$ cat src/dsc_pkg.sv
// Constants and types shared by the dual-source charge control block
package dsc_pkg;
	// ----------------------------------------
	// Clock and timer lengths
	// ----------------------------------------
	localparam longint unsigned CLK_HZ = 200_000_000;
	localparam longint unsigned UNATT_S = 900;
	localparam longint unsigned WDOG_S = 32;
	localparam longint unsigned UNATT_CYC = UNATT_S * CLK_HZ;
	localparam longint unsigned WDOG_CYC = WDOG_S * CLK_HZ;
	// ----------------------------------------
	// Register map
	// ----------------------------------------
	localparam logic [7:0] BUS_BASE = 8'h00;
	localparam logic [7:0] AUX_BASE = 8'h40;
	localparam logic [7:0] IRQ_STAT_ADR = 8'h80;
	localparam logic [7:0] IRQ_MASK_ADR = 8'h84;
	localparam logic [7:0] STATE_ADR = 8'h88;
	localparam int NREG = 6;
	localparam logic [2:0] REG_STAT = 3'h0;
	localparam logic [2:0] REG_CTL = 3'h1;
	localparam logic [2:0] REG_VF = 3'h2;
	localparam logic [2:0] REG_ID = 3'h3;
	localparam logic [2:0] REG_CHARGE_CURRENT_CODE = 3'h4;
	localparam logic [2:0] REG_LIM = 3'h5;
	// ----------------------------------------
	// Field positions
	// ----------------------------------------
	localparam int KICK_BIT = 1;
	localparam int FAULT_LSB = 0;
	localparam int BUSLIM_LSB = 6;
	localparam int TE_BIT = 3;
	localparam int CE_BIT = 2;
	localparam int HZ_BIT = 1;
	localparam int VF_LSB = 2;
	localparam int RST_BIT = 7;
	localparam int AUX_CHARGE_CURRENT_CODE_LSB = 3;
	localparam int BUS_CHARGE_CURRENT_CODE_LSB = 4;
	localparam int TERMINATION_CURRENT_CODE_LSB = 0;
	localparam int LOWI_BIT = 5;
	localparam int SP_BIT = 4;
	localparam int SAG_LSB = 0;
	// ----------------------------------------
	// Reset values and codes
	// ----------------------------------------
	localparam logic [7:0] STAT_RST = 8'h00;
	localparam logic [7:0] CTL_RST = 8'h00;
	localparam logic [7:0] VF_RST = 8'h08;
	localparam logic [7:0] CHARGE_CURRENT_CODE_RST = 8'h00;
	localparam logic [7:0] LIM_RST = 8'h20;
	localparam logic [7:0] CHIP_ID = 8'h5a; // Arbitrary value
	localparam logic [3:0] AUX_CHARGE_CURRENT_CODE_MAX = 4'ha;
	localparam logic [2:0] FAULT_TIMER = 3'h6;
	localparam logic [5:0] VF_CODE_MAX = 6'h2f;
	localparam logic [12:0] VF_BASE_MV = 13'hdac;
	localparam logic [12:0] VF_STEP_MV = 13'h014;
	// ----------------------------------------
	// Interrupt bits
	// ----------------------------------------
	localparam int IRQ_W = 5;
	localparam int IRQ_SRC = 0;
	localparam int IRQ_DONE = 1;
	localparam int IRQ_FAULT = 2;
	localparam int IRQ_WDOG = 3;
	localparam int IRQ_UNATT = 4;
	// ----------------------------------------
	// Types
	// ----------------------------------------
	typedef enum logic [1:0] {SRC_NONE, SRC_BUS, SRC_AUX} dsc_src_t;
	typedef enum logic [2:0] {PH_IDLE, PH_PRE, PH_CC, PH_CV, PH_DONE} dsc_phase_t;
endpackage

$ cat src/dsc_charge_ctrl.sv
// Dual-source charge control: source select, register banks, timers, phases
//
// Operation
// - Auxiliary input wins when valid; bus input only if aux invalid and bus valid.
// - Bus charging moves to the auxiliary input when it becomes valid.
// - Aux valid during bus charge with aux high-impedance set stops charging.
// - Unattended timer expiry with both inputs present sets both charge-disable bits.
// - Weak battery restart needs both inputs gone, then one valid input.
// - Faults recorded in the active source's bank status; in the bus bank when no source is selected.
// - Watchdog expiry resets active bank only, flags timer fault, goes unattended.
// - Pre-charge below short threshold, then constant-current above it.
// - Voltage phase ends at termination current, only when termination enabled.
// - Termination enable is REG1 bit 3; termination code is REG4 bits 2:0.
// - Bus bank at one address, aux bank at another; each used with its source.
// - Float code REG2[7:2]; aux current REG4[6:3]; bus current REG4[6:4].
// - Float voltage 3.5 V plus 20 mV per step, saturating at 4.44 V.
// - New cycle on recharge drop, weak-battery connect, or disable bits cleared.
// - Low-current default bit REG5[5], set at reset, forces 325 mA limit.
// - Aux current code writes above 10 store 10.
// - Sag voltage code REG5[2:0] limits draw on either selected source.
// - Bus input limit REG1[7:6] applies to bus charging only.
//
// The register offsets and register access over Wishbone were chosen for this implementation.
`timescale 1ns/1ps
module dsc_charge_ctrl
	import dsc_pkg::*;
#(
	parameter logic [39:0] UNATT_CYCLES = 40'(UNATT_CYC),
	parameter logic [39:0] WDOG_CYCLES = 40'(WDOG_CYC)
) (
	// Clock and reset
	input wire logic clk_i,
	input wire logic rst_i,
	// Wishbone slave
	input wire logic wb_cyc_i,
	input wire logic wb_stb_i,
	input wire logic wb_we_i,
	input wire logic [7:0] wb_adr_i,
	input wire logic [3:0] wb_sel_i,
	input wire logic [31:0] wb_dat_i,
	output logic [31:0] wb_dat_o,
	output logic wb_ack_o,
	// Analog status pins
	input wire logic aux_valid_i,
	input wire logic bus_valid_i,
	input wire logic bat_below_short_i,
	input wire logic bat_below_weak_i,
	input wire logic bat_below_recharge_i,
	input wire logic bat_at_float_i,
	input wire logic term_current_i,
	input wire logic sag_active_i,
	input wire logic boost_on_i,
	input wire logic fault_i,
	input wire logic [2:0] fault_code_i,
	// Charger controls
	output logic [1:0] selected_charge_source_o,
	output logic precharge_o,
	output logic switcher_on_o,
	output logic [2:0] phase_o,
	output logic [12:0] float_mv_o,
	output logic [3:0] charge_current_code_o,
	output logic low_current_limit_o,
	output logic bus_limit_en_o,
	output logic [1:0] bus_input_limit_code_o,
	output logic [2:0] sag_voltage_code_o,
	output logic [2:0] termination_current_code_o,
	output logic unattended_o,
	output logic irq_o
);
	// ----------------------------------------
	// Functions
	// ----------------------------------------
	function automatic logic [7:0] bank_default(input int idx);
		case (idx)
			0: bank_default = STAT_RST;
			1: bank_default = CTL_RST;
			2: bank_default = VF_RST;
			4: bank_default = CHARGE_CURRENT_CODE_RST;
			5: bank_default = LIM_RST;
			default: bank_default = 8'h00;
		endcase
	endfunction

	function automatic logic [12:0] float_mv(input logic [5:0] code);
		logic [5:0] c;
		c = (code > VF_CODE_MAX) ? VF_CODE_MAX : code;
		float_mv = VF_BASE_MV + 13'(c * VF_STEP_MV);
	endfunction

	// ----------------------------------------
	// Input synchronisers
	// ----------------------------------------
	localparam int NS = 13;
	logic [NS-1:0] sync1_q;
	logic [NS-1:0] sync2_q;
	logic aux_v, bus_v, b_short, b_weak, b_rch, b_float, b_term;
	logic sag_v, boost_v, fault_v;
	logic [2:0] fcode_v;
	always_ff @(posedge clk_i) begin
		if (rst_i) begin
			sync1_q <= '0;
			sync2_q <= '0;
		end else begin
			sync1_q <= {fault_code_i, fault_i, boost_on_i, sag_active_i, term_current_i,
				bat_at_float_i, bat_below_recharge_i, bat_below_weak_i,
				bat_below_short_i, bus_valid_i, aux_valid_i};
			sync2_q <= sync1_q;
		end
	end
	assign {fcode_v, fault_v, boost_v, sag_v, b_term, b_float, b_rch, b_weak,
		b_short, bus_v, aux_v} = sync2_q;

	// ----------------------------------------
	// Source selection
	// ----------------------------------------
	dsc_src_t src_q, src_d;
	assign src_d = aux_v ? SRC_AUX : (bus_v ? SRC_BUS : SRC_NONE);
	always_ff @(posedge clk_i) begin
		if (rst_i) begin
			src_q <= SRC_NONE;
		end else begin
			src_q <= src_d;
		end
	end
	wire act = (src_q == SRC_AUX);
	wire src_chg = (src_q != src_d);
	wire por = (src_q == SRC_NONE) && (src_d != SRC_NONE);
	wire por_weak = por && b_weak;

	// ----------------------------------------
	// Wishbone decode
	// ----------------------------------------
	logic ack_q;
	wire req = wb_cyc_i && wb_stb_i && !ack_q;
	wire wr = req && wb_we_i && wb_sel_i[0];
	wire in_bus = (wb_adr_i[7:5] == BUS_BASE[7:5]) && (wb_adr_i[4:2] < 3'(NREG));
	wire in_aux = (wb_adr_i[7:5] == AUX_BASE[7:5]) && (wb_adr_i[4:2] < 3'(NREG));
	wire wbank = in_aux;
	wire [2:0] widx = wb_adr_i[4:2];
	wire bank_wr = wr && (in_bus || in_aux);
	wire [7:0] wdat = wb_dat_i[7:0];
	wire kick = bank_wr && (widx == REG_STAT) && wdat[KICK_BIT];
	wire host_rst = bank_wr && (widx == REG_CHARGE_CURRENT_CODE) && wdat[RST_BIT];

	// ----------------------------------------
	// Timers
	// ----------------------------------------
	logic unatt_q;
	logic [39:0] t15_q;
	logic [39:0] t32_q;
	dsc_phase_t ph_q, ph_d;
	wire charging = (ph_q != PH_IDLE) && (ph_q != PH_DONE);
	wire t15_exp = unatt_q && charging && (t15_q == UNATT_CYCLES - 40'h1);
	wire t32_exp = !unatt_q && (t32_q == WDOG_CYCLES - 40'h1);
	always_ff @(posedge clk_i) begin
		if (rst_i) begin
			unatt_q <= 1'b1;
			t15_q <= '0;
			t32_q <= '0;
		end else begin
			if (t32_exp || por_weak || host_rst) begin
				unatt_q <= 1'b1;
				t15_q <= '0;
			end else if (bank_wr) begin
				unatt_q <= 1'b0;
			end else if (unatt_q && charging && !t15_exp) begin
				t15_q <= t15_q + 40'h1;
			end
			if (bank_wr || kick || t32_exp || unatt_q) begin
				t32_q <= '0;
			end else begin
				t32_q <= t32_q + 40'h1;
			end
		end
	end

	// ----------------------------------------
	// Register banks
	// ----------------------------------------
	logic [7:0] bank_q [2][NREG];
	wire [7:0] act_ctl = bank_q[act][REG_CTL];
	wire [7:0] act_vf = bank_q[act][REG_VF];
	wire [7:0] act_charge_current_code = bank_q[act][REG_CHARGE_CURRENT_CODE];
	wire [7:0] act_lim = bank_q[act][REG_LIM];
	logic fault_q;
	wire fault_ev = fault_v && !fault_q && (charging || boost_v);
	wire fbank = (src_q == SRC_NONE) ? 1'b0 : act;
	wire [3:0] aux_charge_current_code_w = wdat[AUX_CHARGE_CURRENT_CODE_LSB +: 4];
	wire [3:0] aux_charge_current_code_c = (aux_charge_current_code_w > AUX_CHARGE_CURRENT_CODE_MAX) ? AUX_CHARGE_CURRENT_CODE_MAX : aux_charge_current_code_w;
	logic [7:0] wval;
	always_comb begin
		wval = wdat;
		if (widx == REG_CHARGE_CURRENT_CODE) begin
			wval[RST_BIT] = 1'b0;
			if (wbank) begin
				wval[AUX_CHARGE_CURRENT_CODE_LSB +: 4] = aux_charge_current_code_c;
			end else begin
				wval[AUX_CHARGE_CURRENT_CODE_LSB] = 1'b0;
			end
		end
		if (widx == REG_LIM) begin
			wval[SP_BIT] = 1'b0;
		end
	end

	always_ff @(posedge clk_i) begin
		if (rst_i) begin
			for (int b = 0; b < 2; b++) begin
				for (int i = 0; i < NREG; i++) begin
					bank_q[b][i] <= bank_default(i);
				end
			end
		end else begin
			if (bank_wr && widx != REG_STAT && widx != REG_ID) begin
				bank_q[wbank][widx] <= wval;
			end
			if (host_rst) begin
				for (int i = 0; i < NREG; i++) begin
					bank_q[wbank][i] <= bank_default(i);
				end
			end
			if (por_weak) begin
				for (int b = 0; b < 2; b++) begin
					for (int i = 0; i < NREG; i++) begin
						bank_q[b][i] <= bank_default(i);
					end
				end
			end
			if (t32_exp) begin
				for (int i = 0; i < NREG; i++) begin
					bank_q[act][i] <= bank_default(i);
				end
				bank_q[act][REG_STAT][FAULT_LSB +: 3] <= FAULT_TIMER;
			end
			if (t15_exp) begin
				bank_q[act][REG_STAT][FAULT_LSB +: 3] <= FAULT_TIMER;
				if (bus_v) begin
					bank_q[0][REG_CTL][CE_BIT] <= 1'b1;
				end
				if (aux_v) begin
					bank_q[1][REG_CTL][CE_BIT] <= 1'b1;
				end
			end
			if (fault_ev) begin
				bank_q[fbank][REG_STAT][FAULT_LSB +: 3] <= fcode_v;
			end
		end
	end

	// ----------------------------------------
	// Charge start events
	// ----------------------------------------
	logic [1:0] blk_q;
	wire [1:0] blk;
	assign blk[0] = bank_q[0][REG_CTL][CE_BIT] || bank_q[0][REG_CTL][HZ_BIT];
	assign blk[1] = bank_q[1][REG_CTL][CE_BIT] || bank_q[1][REG_CTL][HZ_BIT];
	wire unblock = blk_q[act] && !blk[act] && (src_q != SRC_NONE);
	wire nxt_act = (src_d == SRC_AUX);
	wire can_charge = (src_d != SRC_NONE) && (!blk[nxt_act] || por_weak);
	wire start = por_weak || unblock;
	always_ff @(posedge clk_i) begin
		if (rst_i) begin
			blk_q <= 2'b00;
			fault_q <= 1'b0;
		end else begin
			blk_q <= blk;
			fault_q <= fault_v;
		end
	end

	// ----------------------------------------
	// Charge phase sequencer
	// ----------------------------------------
	wire te = act_ctl[TE_BIT];
	always_comb begin
		ph_d = ph_q;
		case (ph_q)
			PH_IDLE: begin
				if (start && can_charge) begin
					ph_d = b_short ? PH_PRE : PH_CC;
				end
			end
			PH_PRE: begin
				if (!b_short) begin
					ph_d = PH_CC;
				end
			end
			PH_CC: begin
				if (b_float) begin
					ph_d = PH_CV;
				end
			end
			PH_CV: begin
				if (te && b_term) begin
					ph_d = PH_DONE;
				end
			end
			PH_DONE: begin
				if (b_rch) begin
					ph_d = b_short ? PH_PRE : PH_CC;
				end
			end
			default: ph_d = PH_IDLE;
		endcase
		if (!can_charge || t15_exp) begin
			ph_d = PH_IDLE;
		end
	end
	always_ff @(posedge clk_i) begin
		if (rst_i) begin
			ph_q <= PH_IDLE;
		end else begin
			ph_q <= ph_d;
		end
	end

	// ----------------------------------------
	// Interrupt status and mask
	// ----------------------------------------
	logic [IRQ_W-1:0] istat_q;
	logic [IRQ_W-1:0] imask_q;
	logic [IRQ_W-1:0] iev;
	assign iev[IRQ_SRC] = src_chg;
	assign iev[IRQ_DONE] = (ph_q == PH_CV) && (ph_d == PH_DONE);
	assign iev[IRQ_FAULT] = fault_ev;
	assign iev[IRQ_WDOG] = t32_exp;
	assign iev[IRQ_UNATT] = t15_exp;
	wire istat_wr = wr && (wb_adr_i == IRQ_STAT_ADR);
	wire imask_wr = wr && (wb_adr_i == IRQ_MASK_ADR);
	wire [IRQ_W-1:0] iclr = istat_wr ? wb_dat_i[IRQ_W-1:0] : '0;
	always_ff @(posedge clk_i) begin
		if (rst_i) begin
			istat_q <= '0;
			imask_q <= '0;
		end else begin
			istat_q <= (istat_q & ~iclr) | iev;
			if (imask_wr) begin
				imask_q <= wb_dat_i[IRQ_W-1:0];
			end
		end
	end

	// ----------------------------------------
	// Read data
	// ----------------------------------------
	wire [7:0] rreg = bank_q[wbank][widx];
	logic [7:0] bank_rd;
	always_comb begin
		bank_rd = rreg;
		if (widx == REG_ID) begin
			bank_rd = CHIP_ID;
		end
		if (widx == REG_LIM) begin
			bank_rd[SP_BIT] = sag_v && (act == wbank) && (src_q != SRC_NONE);
		end
	end
	logic [31:0] rdat;
	always_comb begin
		rdat = 32'h0;
		if (in_bus || in_aux) begin
			rdat = {24'h0, bank_rd};
		end else if (wb_adr_i == IRQ_STAT_ADR) begin
			rdat = {27'h0, istat_q};
		end else if (wb_adr_i == IRQ_MASK_ADR) begin
			rdat = {27'h0, imask_q};
		end else if (wb_adr_i == STATE_ADR) begin
			rdat = {24'h0, unatt_q, ph_q, 1'b0, src_q, 1'b0};
		end
	end
	always_ff @(posedge clk_i) begin
		if (rst_i) begin
			ack_q <= 1'b0;
			wb_dat_o <= 32'h0;
		end else begin
			ack_q <= req;
			wb_dat_o <= req ? rdat : 32'h0;
		end
	end
	assign wb_ack_o = ack_q;

	// ----------------------------------------
	// Charger control outputs
	// ----------------------------------------
	wire lowi = act_lim[LOWI_BIT];
	wire [3:0] charge_current_code = act ? act_charge_current_code[AUX_CHARGE_CURRENT_CODE_LSB +: 4] : {1'b0, act_charge_current_code[BUS_CHARGE_CURRENT_CODE_LSB +: 3]};
	always_ff @(posedge clk_i) begin
		if (rst_i) begin
			selected_charge_source_o <= 2'b00;
			precharge_o <= 1'b0;
			switcher_on_o <= 1'b0;
			phase_o <= 3'h0;
			float_mv_o <= VF_BASE_MV;
			charge_current_code_o <= 4'h0;
			low_current_limit_o <= 1'b1;
			bus_limit_en_o <= 1'b0;
			bus_input_limit_code_o <= 2'b00;
			sag_voltage_code_o <= 3'h0;
			termination_current_code_o <= 3'h0;
			unattended_o <= 1'b1;
			irq_o <= 1'b0;
		end else begin
			selected_charge_source_o <= src_q;
			precharge_o <= (ph_q == PH_PRE);
			switcher_on_o <= (ph_q == PH_CC) || (ph_q == PH_CV);
			phase_o <= ph_q;
			float_mv_o <= float_mv(act_vf[VF_LSB +: 6]);
			charge_current_code_o <= lowi ? 4'h0 : charge_current_code;
			low_current_limit_o <= lowi;
			bus_limit_en_o <= (src_q == SRC_BUS);
			bus_input_limit_code_o <= bank_q[0][REG_CTL][BUSLIM_LSB +: 2];
			sag_voltage_code_o <= act_lim[SAG_LSB +: 3];
			termination_current_code_o <= act_charge_current_code[TERMINATION_CURRENT_CODE_LSB +: 3];
			unattended_o <= unatt_q;
			irq_o <= |(istat_q & imask_q);
		end
	end
endmodule

$ cat config.mk
export PLATFORM = sky130hd
export DESIGN_NAME = dsc_charge_ctrl
export DESIGN_NICKNAME = d
export VERILOG_FILES = /design/src/dsc_pkg.sv /design/src/dsc_charge_ctrl.sv
export SDC_FILE = /design/constraint.sdc
export NUM_CORES = 1
export LEC_CHECK = 0
export ABC_CLOCK_PERIOD_IN_PS = 4250
export BUFFER_PORTS_ARGS = -buffer_cell sky130_fd_sc_hd__buf_2
export CAP_MARGIN = 10
export CORE_MARGIN = 2
export CORE_UTILIZATION = 45
export CTS_CLUSTER_DIAMETER = 50
export CTS_CLUSTER_SIZE = 16
export DETAILED_ROUTE_END_ITERATION = 8
export GPL_TIMING_DRIVEN = 0
export PLACE_DENSITY = 0.7
export SLEW_MARGIN = 20
export SYNTH_ARGS = -nofsm -noshare
export SYNTH_HDL_FRONTEND = slang
export SYNTH_SLANG_ARGS = --single-unit
$ cat constraint.sdc
create_clock -name clk_i -period 4.25 [get_ports clk_i]
set_clock_uncertainty 0.05 [all_clocks]
set_input_delay 0.85 -clock clk_i [delete_from_list [all_inputs] [get_ports clk_i]]
set_output_delay 0.85 -clock clk_i [all_outputs]
set_load 0.03 [all_outputs]
* Word-level counts from Yosys, hierarchy flattened
Memories as Yosys holds them, arrays and structs flattened.
Cells that the tools add are included.
** Operators by class
- Divide/modulo/power cells :: 0
- Reduce and logical (&&, ||, !) cells :: 69
- Shift operators :: 0
- Multiplexer cells :: 389
- Bitwise gates (word level) :: 1845
- Eq/ne operators :: 45
- $mul :: 1
- $lt $le $gt $ge :: 7
- Add/subtract/negate cells :: 3
** Operators with widths (count)
- bitwise AND 1 bit :: 586
- NOT 1 bit :: 514
- bitwise AND 1 bit, second input constant :: 430
- two-way mux 1 bit :: 328
- two-way mux 8 bit :: 41
- bitwise OR 1 bit :: 304
- adder 40 x 1 -> 40 bit, second input constant :: 2
- two-way mux 48 bit :: 1
- equality test 40 x 33 -> 1 bit, second input constant :: 1
- equality test 40 x 38 -> 1 bit, second input constant :: 1
- logical AND 1 bit :: 33
- two-way mux 3 bit :: 10
- binary-select mux 8 bit (select 3 bit) :: 1
- demux 8 bit (select 3 bit) :: 1
- equality test 1 bit, second input constant :: 24
- equality test 8 bit, second input constant :: 3
- case mux 3 bit (5 select lines) :: 1
- adder 12 x 11 -> 13 bit, first input constant :: 1
- logical OR 1 bit :: 13
- equality test 3 x 2 -> 1 bit, second input constant :: 4
- equality test 3 bit, second input constant :: 4
- bitwise AND 5 bit :: 2
- two-way mux 5 bit :: 2
- OR reduction 5 bit :: 2
- 29 further kinds :: 50
** Storage, ports and cells
- Latch bits :: 0
- Logic and storage cells :: 2388
- Bits in writable memories :: 96
- Memories kept :: 1
- Register bits after elaboration :: 194
- Output and inout port bits :: 69
- Bits of input ports :: 62
- Memory bits (read-only) :: 0
** Memory list
- bank_q :: words 2, bits a word 48, read ports 4, clocked after memory_dff 0, wr ports 5, RTL line dsc_charge_ctrl.sv:180 : logic [7:0] bank_q [2][NREG];

* Logic depth before layout (Yosys ltp)
- Word-level depth :: 26
- Gate-level depth with buffers :: 15
- Gate-level depth less buffers :: 13

* Worst setup path before layout
No wires, ideal clock.
- Path kind :: register to register
- Start point :: reg src_q[0]
- End point :: reg float_mv_o[10]
- Stages on the path, launching flop included :: 16
- Data required time :: 4.071 ns
- Slack :: 0.693 ns
- Path buffers :: 3
- Arrival :: 3.378 ns
- Path through :: dfxtp_1 nand2b_1 clkbuf_1 clkbuf_1 buf_1 nand2_1 nand3_1 ha_1 ha_1 fa_1 a21o_1 a21oi_1 xor2_1 o21bai_1 xor2_1 nand2_1
** On the way
- Word-level cells in the longest chain between the ends :: 6
** Ends and longest elaborated chain
- from (decl) :: RTL line dsc_charge_ctrl.sv:116 : dsc_src_t src_q, src_d;
- from (signal assigned) :: RTL line dsc_charge_ctrl.sv:122 : src_q <= src_d;
- equality test 2 bit (*) :: RTL line dsc_charge_ctrl.sv:125 : wire act = (src_q == SRC_AUX);
- memory read (2 x 48 bit) (*)
- > comparator 6 bit :: RTL line dsc_charge_ctrl.sv:86 : c = (code > VF_CODE_MAX) ? VF_CODE_MAX : code;
- two-way mux 6 bit (*) :: RTL line dsc_charge_ctrl.sv:86
- multiplier 6 x 3 -> 9 bit (*) :: RTL line dsc_charge_ctrl.sv:87 : float_mv = VF_BASE_MV + 13'(c * VF_STEP_MV);
- adder 12 x 11 -> 13 bit (*) :: RTL line dsc_charge_ctrl.sv:87
- to (signal assigned) :: RTL line dsc_charge_ctrl.sv:406 : float_mv_o <= float_mv(act_vf[VF_LSB +: 6]);
- to (decl) :: RTL line dsc_charge_ctrl.sv:60 : output logic [12:0] float_mv_o,
Mark *: on every way between the ends. The rest lies on a longest branch, timed or not.
A chain may end at the register's enable or synchronous reset.

* Final worst setup path
Ends and elaborated chain as after synthesis.

==> flow_summary.json <==
{
  "start_util": 0.459,
  "wl_um": 32800,
  "worstSetupStartpoint": "src_q[0]$_SDFF_PP0_",
  "post-route-drc-count": 0,
  "final_cells": 1754,
  "final_cell_mix": "dfxtp_1 (240), nor2_1 (203), buf_2 (94)",
  "cpLargestDelayFamily": "adder cells",
  "antenna_cells_inserted": 0,
  "hold_violations": 0,
  "cp.depth": 14,
  "vias": 9712,
  "reg2reg_from": "src_q[0]$_SDFF_PP0_",
  "synthFlopType": "dfxtp_1",
  "grt_pass1_wl_um": 50600,
  "place_ws_ns": -0.516,
  "clock_path_buffers": 3,
  "syn_area_um2": 11200,
  "drtIter0Drc": 1116,
  "fp.coreArea_um2": 24400,
  "cp-endpoint": "float_mv_o[10]$_SDFF_PP1_",
  "critPathKind": "register to register",
  "crit_buf_inv": 2,
  "r2r_end": "float_mv_o[10]$_SDFF_PP1_",
  "required_ns": 4.59,
  "clk_pin_slew_ns": 0.07,
  "syn_area_per_cell_um2": 8.73,
  "cts_setup_buffers": 0,
  "tightest_slew_ns": 1.04,
  "critPathMaxFanout": 10,
  "row_count": 57,
  "route.antenna.remaining_nets": 0,
  "die-area_um2": 26200,
  "tns_ns": 0,
  "start_kind": "register",
  "cpPeakStageDelay_ns": 0.54,
  "hold_class": "register to register",
  "async_reset_ff_frac": 0,
  "viasPerCell": 5.54,
  "yosysSeqAreaShare": 0.445,
  "syn_inst": 1284,
  "rsz0062_at_grt": "no",
  "hold_slack_ns": 0.400,
  "synth-edff-count": 6,
  "fin_ws_ns": 0.237,
  "die_width_um": 162,
  "cts_sinks": 246,
  "worstPathArrival_ns": 4.36,
  "status": "finished clean",
  "synthesis.yosys.warnings": 0,
  "timing.fmax_ghz": 0.249,
  "clk_latency_ns": 0.53,
  "cp_slowest_cell": "dfxtp_1",
  "grt_max_degree": 17,
  "dpl.hpwl_um": 24300,
  "globalRouteOverflowTotal": 0,
  "p_leak_nw": 4.94,
  "cts_tree": "done",
  "peakVddDrop_uv": 304,
  "drive_gt1_frac": 0.152,
  "root_buffer": "clkbuf_16",
  "die_h_um": 162,
  "finalMaxSlewViolations": 0,
  "power.density_nw_per_um2": 387,
  "drv_cap": 0,
  "port_buffers": 77,
  "layout_commonest_cell": "dfxtp_1",
  "period_share": 0.944,
  "period_needed_ns": 4.01,
  "wl_per_cell_um": 18.7,
  "firstDrtPassIters": 6,
  "grt_pass1_vias": 9047,
  "cp_cell_sequence": "nand2b_2, clkbuf_2, buf_2, nand2_1, nand3_1, ha_1, ha_1, fa_1, a21o_1, a21oi_1, xor2_1, o21bai_1, xor2_1, nand2_1",
  "slew_headroom": 0.298,
  "place_inst": 1710,
  "nNetsFinal": 1486,
  "synthToLayoutAreaGrowth_pct": 16.1,
  "cts_hold_buf": 0,
  "track_usage": 0.246,
  "critPathCaptureType": "register",
  "ys_ff_latch": 246,
  "setup_viol": 0,
  "r2r_slack_ns": 0.24,
  "antenna_found_initial": 0,
  "cts_buffers": 26,
  "cts_max_level": 1,
  "io_pins": 131,
  "r2r_cells": 14,
  "ys_types": 75,
  "gp_congestion": 0.972
}
-- repair_timing --
| item | in CTS | in global routing |
|---|---|---|
| endpoints found under the setup margin | 7 | 3 |
| cloned | 0 | 0 |
| pin swaps | 0 | 0 |
| gates resized for setup | 3 | 1 |
-- power breakdown --
group          internal (mW)  switching [mW]  total, mW
registers               2.33         0.00975       2.34
clock network           1.40            1.02       2.42
logic                 0.0785           0.193      0.272
-- metal layers --
| layer | share of wire | vias to the layer above | global-route usage | wire, um |
|---|---|---|---|---|
| met2 | 0.45 | 362 | 0.399 | 14900 |
| met4 | 0.034 | 0 | 0.0764 | 1120 |
| met5 | 0 | - | 0 | 0 |
| met3 | 0.077 | 79 | 0.0470 | 2530 |
| li1 | - | 4680 | - | - |
| met1 | 0.43 | 4591 | 0.332 | 14300 |
-- logic make-up (layout without fill, tap and decap cells) --
| logic type | after synthesis | in the layout | synth area share |
|---|---|---|---|
| AND/OR/NAND/NOR | 603 | 603 | 0.278 |
| flip-flops | 246 | 246 | 0.445 |
| AO/OA/AOI/OAI | 190 | 190 | 0.101 |
| XOR/XNOR | 74 | 74 | 0.0578 |
| other | 1 | 26 | 0.000335 |
| adder cells (fa/ha/maj) | 12 | 12 | 0.0141 |
| multiplexers | 40 | 40 | 0.0535 |
| buffers and inverters | 118 | 239 | 0.0507 |
-- synth_stat cells (all sizes together), types with 11 or more instances --
cell type | count | area [um^2]
xnor2 | 45 | 394
dfxtp | 240 | 4800
inv | 23 | 86.3
or3 | 12 | 75.1
mux4 | 15 | 338
nor3 | 35 | 175
and2 | 19 | 119
and3 | 18 | 113
clkbuf | 42 | 158
nand2 | 90 | 340
nor2b | 46 | 288
o21ai | 42 | 210
nand3 | 46 | 230
nand4 | 24 | 150
ha | 11 | 138
buf | 52 | 320
nor3b | 34 | 255
xor2 | 29 | 254
mux2i | 16 | 160
nor2 | 205 | 774
nor4 | 22 | 174
a21oi | 78 | 390
a31oi | 25 | 156
-- worst min path at each step --
stage	from	end	slack (ns)	cells past startpoint
2_1_floorplan	sync1_q[0]$_SDFF_PP0_	sync2_q[0]$_SDFF_PP0_	0.36	1
3_3_place_gp	sync1_q[12]$_SDFF_PP0_	sync2_q[12]$_SDFF_PP0_	0.37	1
3_5_place_dp	sync1_q[12]$_SDFF_PP0_	sync2_q[12]$_SDFF_PP0_	0.38	1
4_1_cts	sync1_q[3]$_SDFF_PP0_	sync2_q[3]$_SDFF_PP0_	0.39	1
5_1_grt	sync1_q[0]$_SDFF_PP0_	sync2_q[0]$_SDFF_PP0_	0.41	1
6_report	sync1_q[5]$_SDFF_PP0_	sync2_q[5]$_SDFF_PP0_	0.40	1
-- metrics by stage --
step | instance area [um^2] | total power [mW] | utilization
after floorplan | 11300 | 2.56 | -
after global placement | 12100 | 2.66 | 0.496
after detailed placement | 12100 | 2.66 | 0.496
after CTS | 13000 | 5.06 | 0.533
after global routing | 13000 | 5.18 | 0.533
final | 13000 | 5.03 | 0.533
-- cell type report --
class,count,area [um^2]
clock buffers,29,693
inverters,24,90.1
multi-input cells,945,5750
repair buffers,77,385
well taps,324,405
fillers,2293,11400
plain buffers,92,474
flip-flops and latches,246,4980
clock inverters,17,224
-- flip-flops by register name (all words and copies together), names as in the netlist, 2 cells and up --
signal                      flops
sag_voltage_code_o              3
src_q                           2
t32_q                          40
t15_q                          40
termination_current_code_o      3
selected_charge_source_o        2
float_mv_o                     11
bank_q                         78
sync1_q                        13
sync2_q                        13
phase_o                         3
imask_q                         5
blk_q                           2
charge_current_code_o           4
bus_input_limit_code_o          2
wb_dat_o                        8
ph_q                            3
istat_q                         5
(Power assumes the default switching activity.)
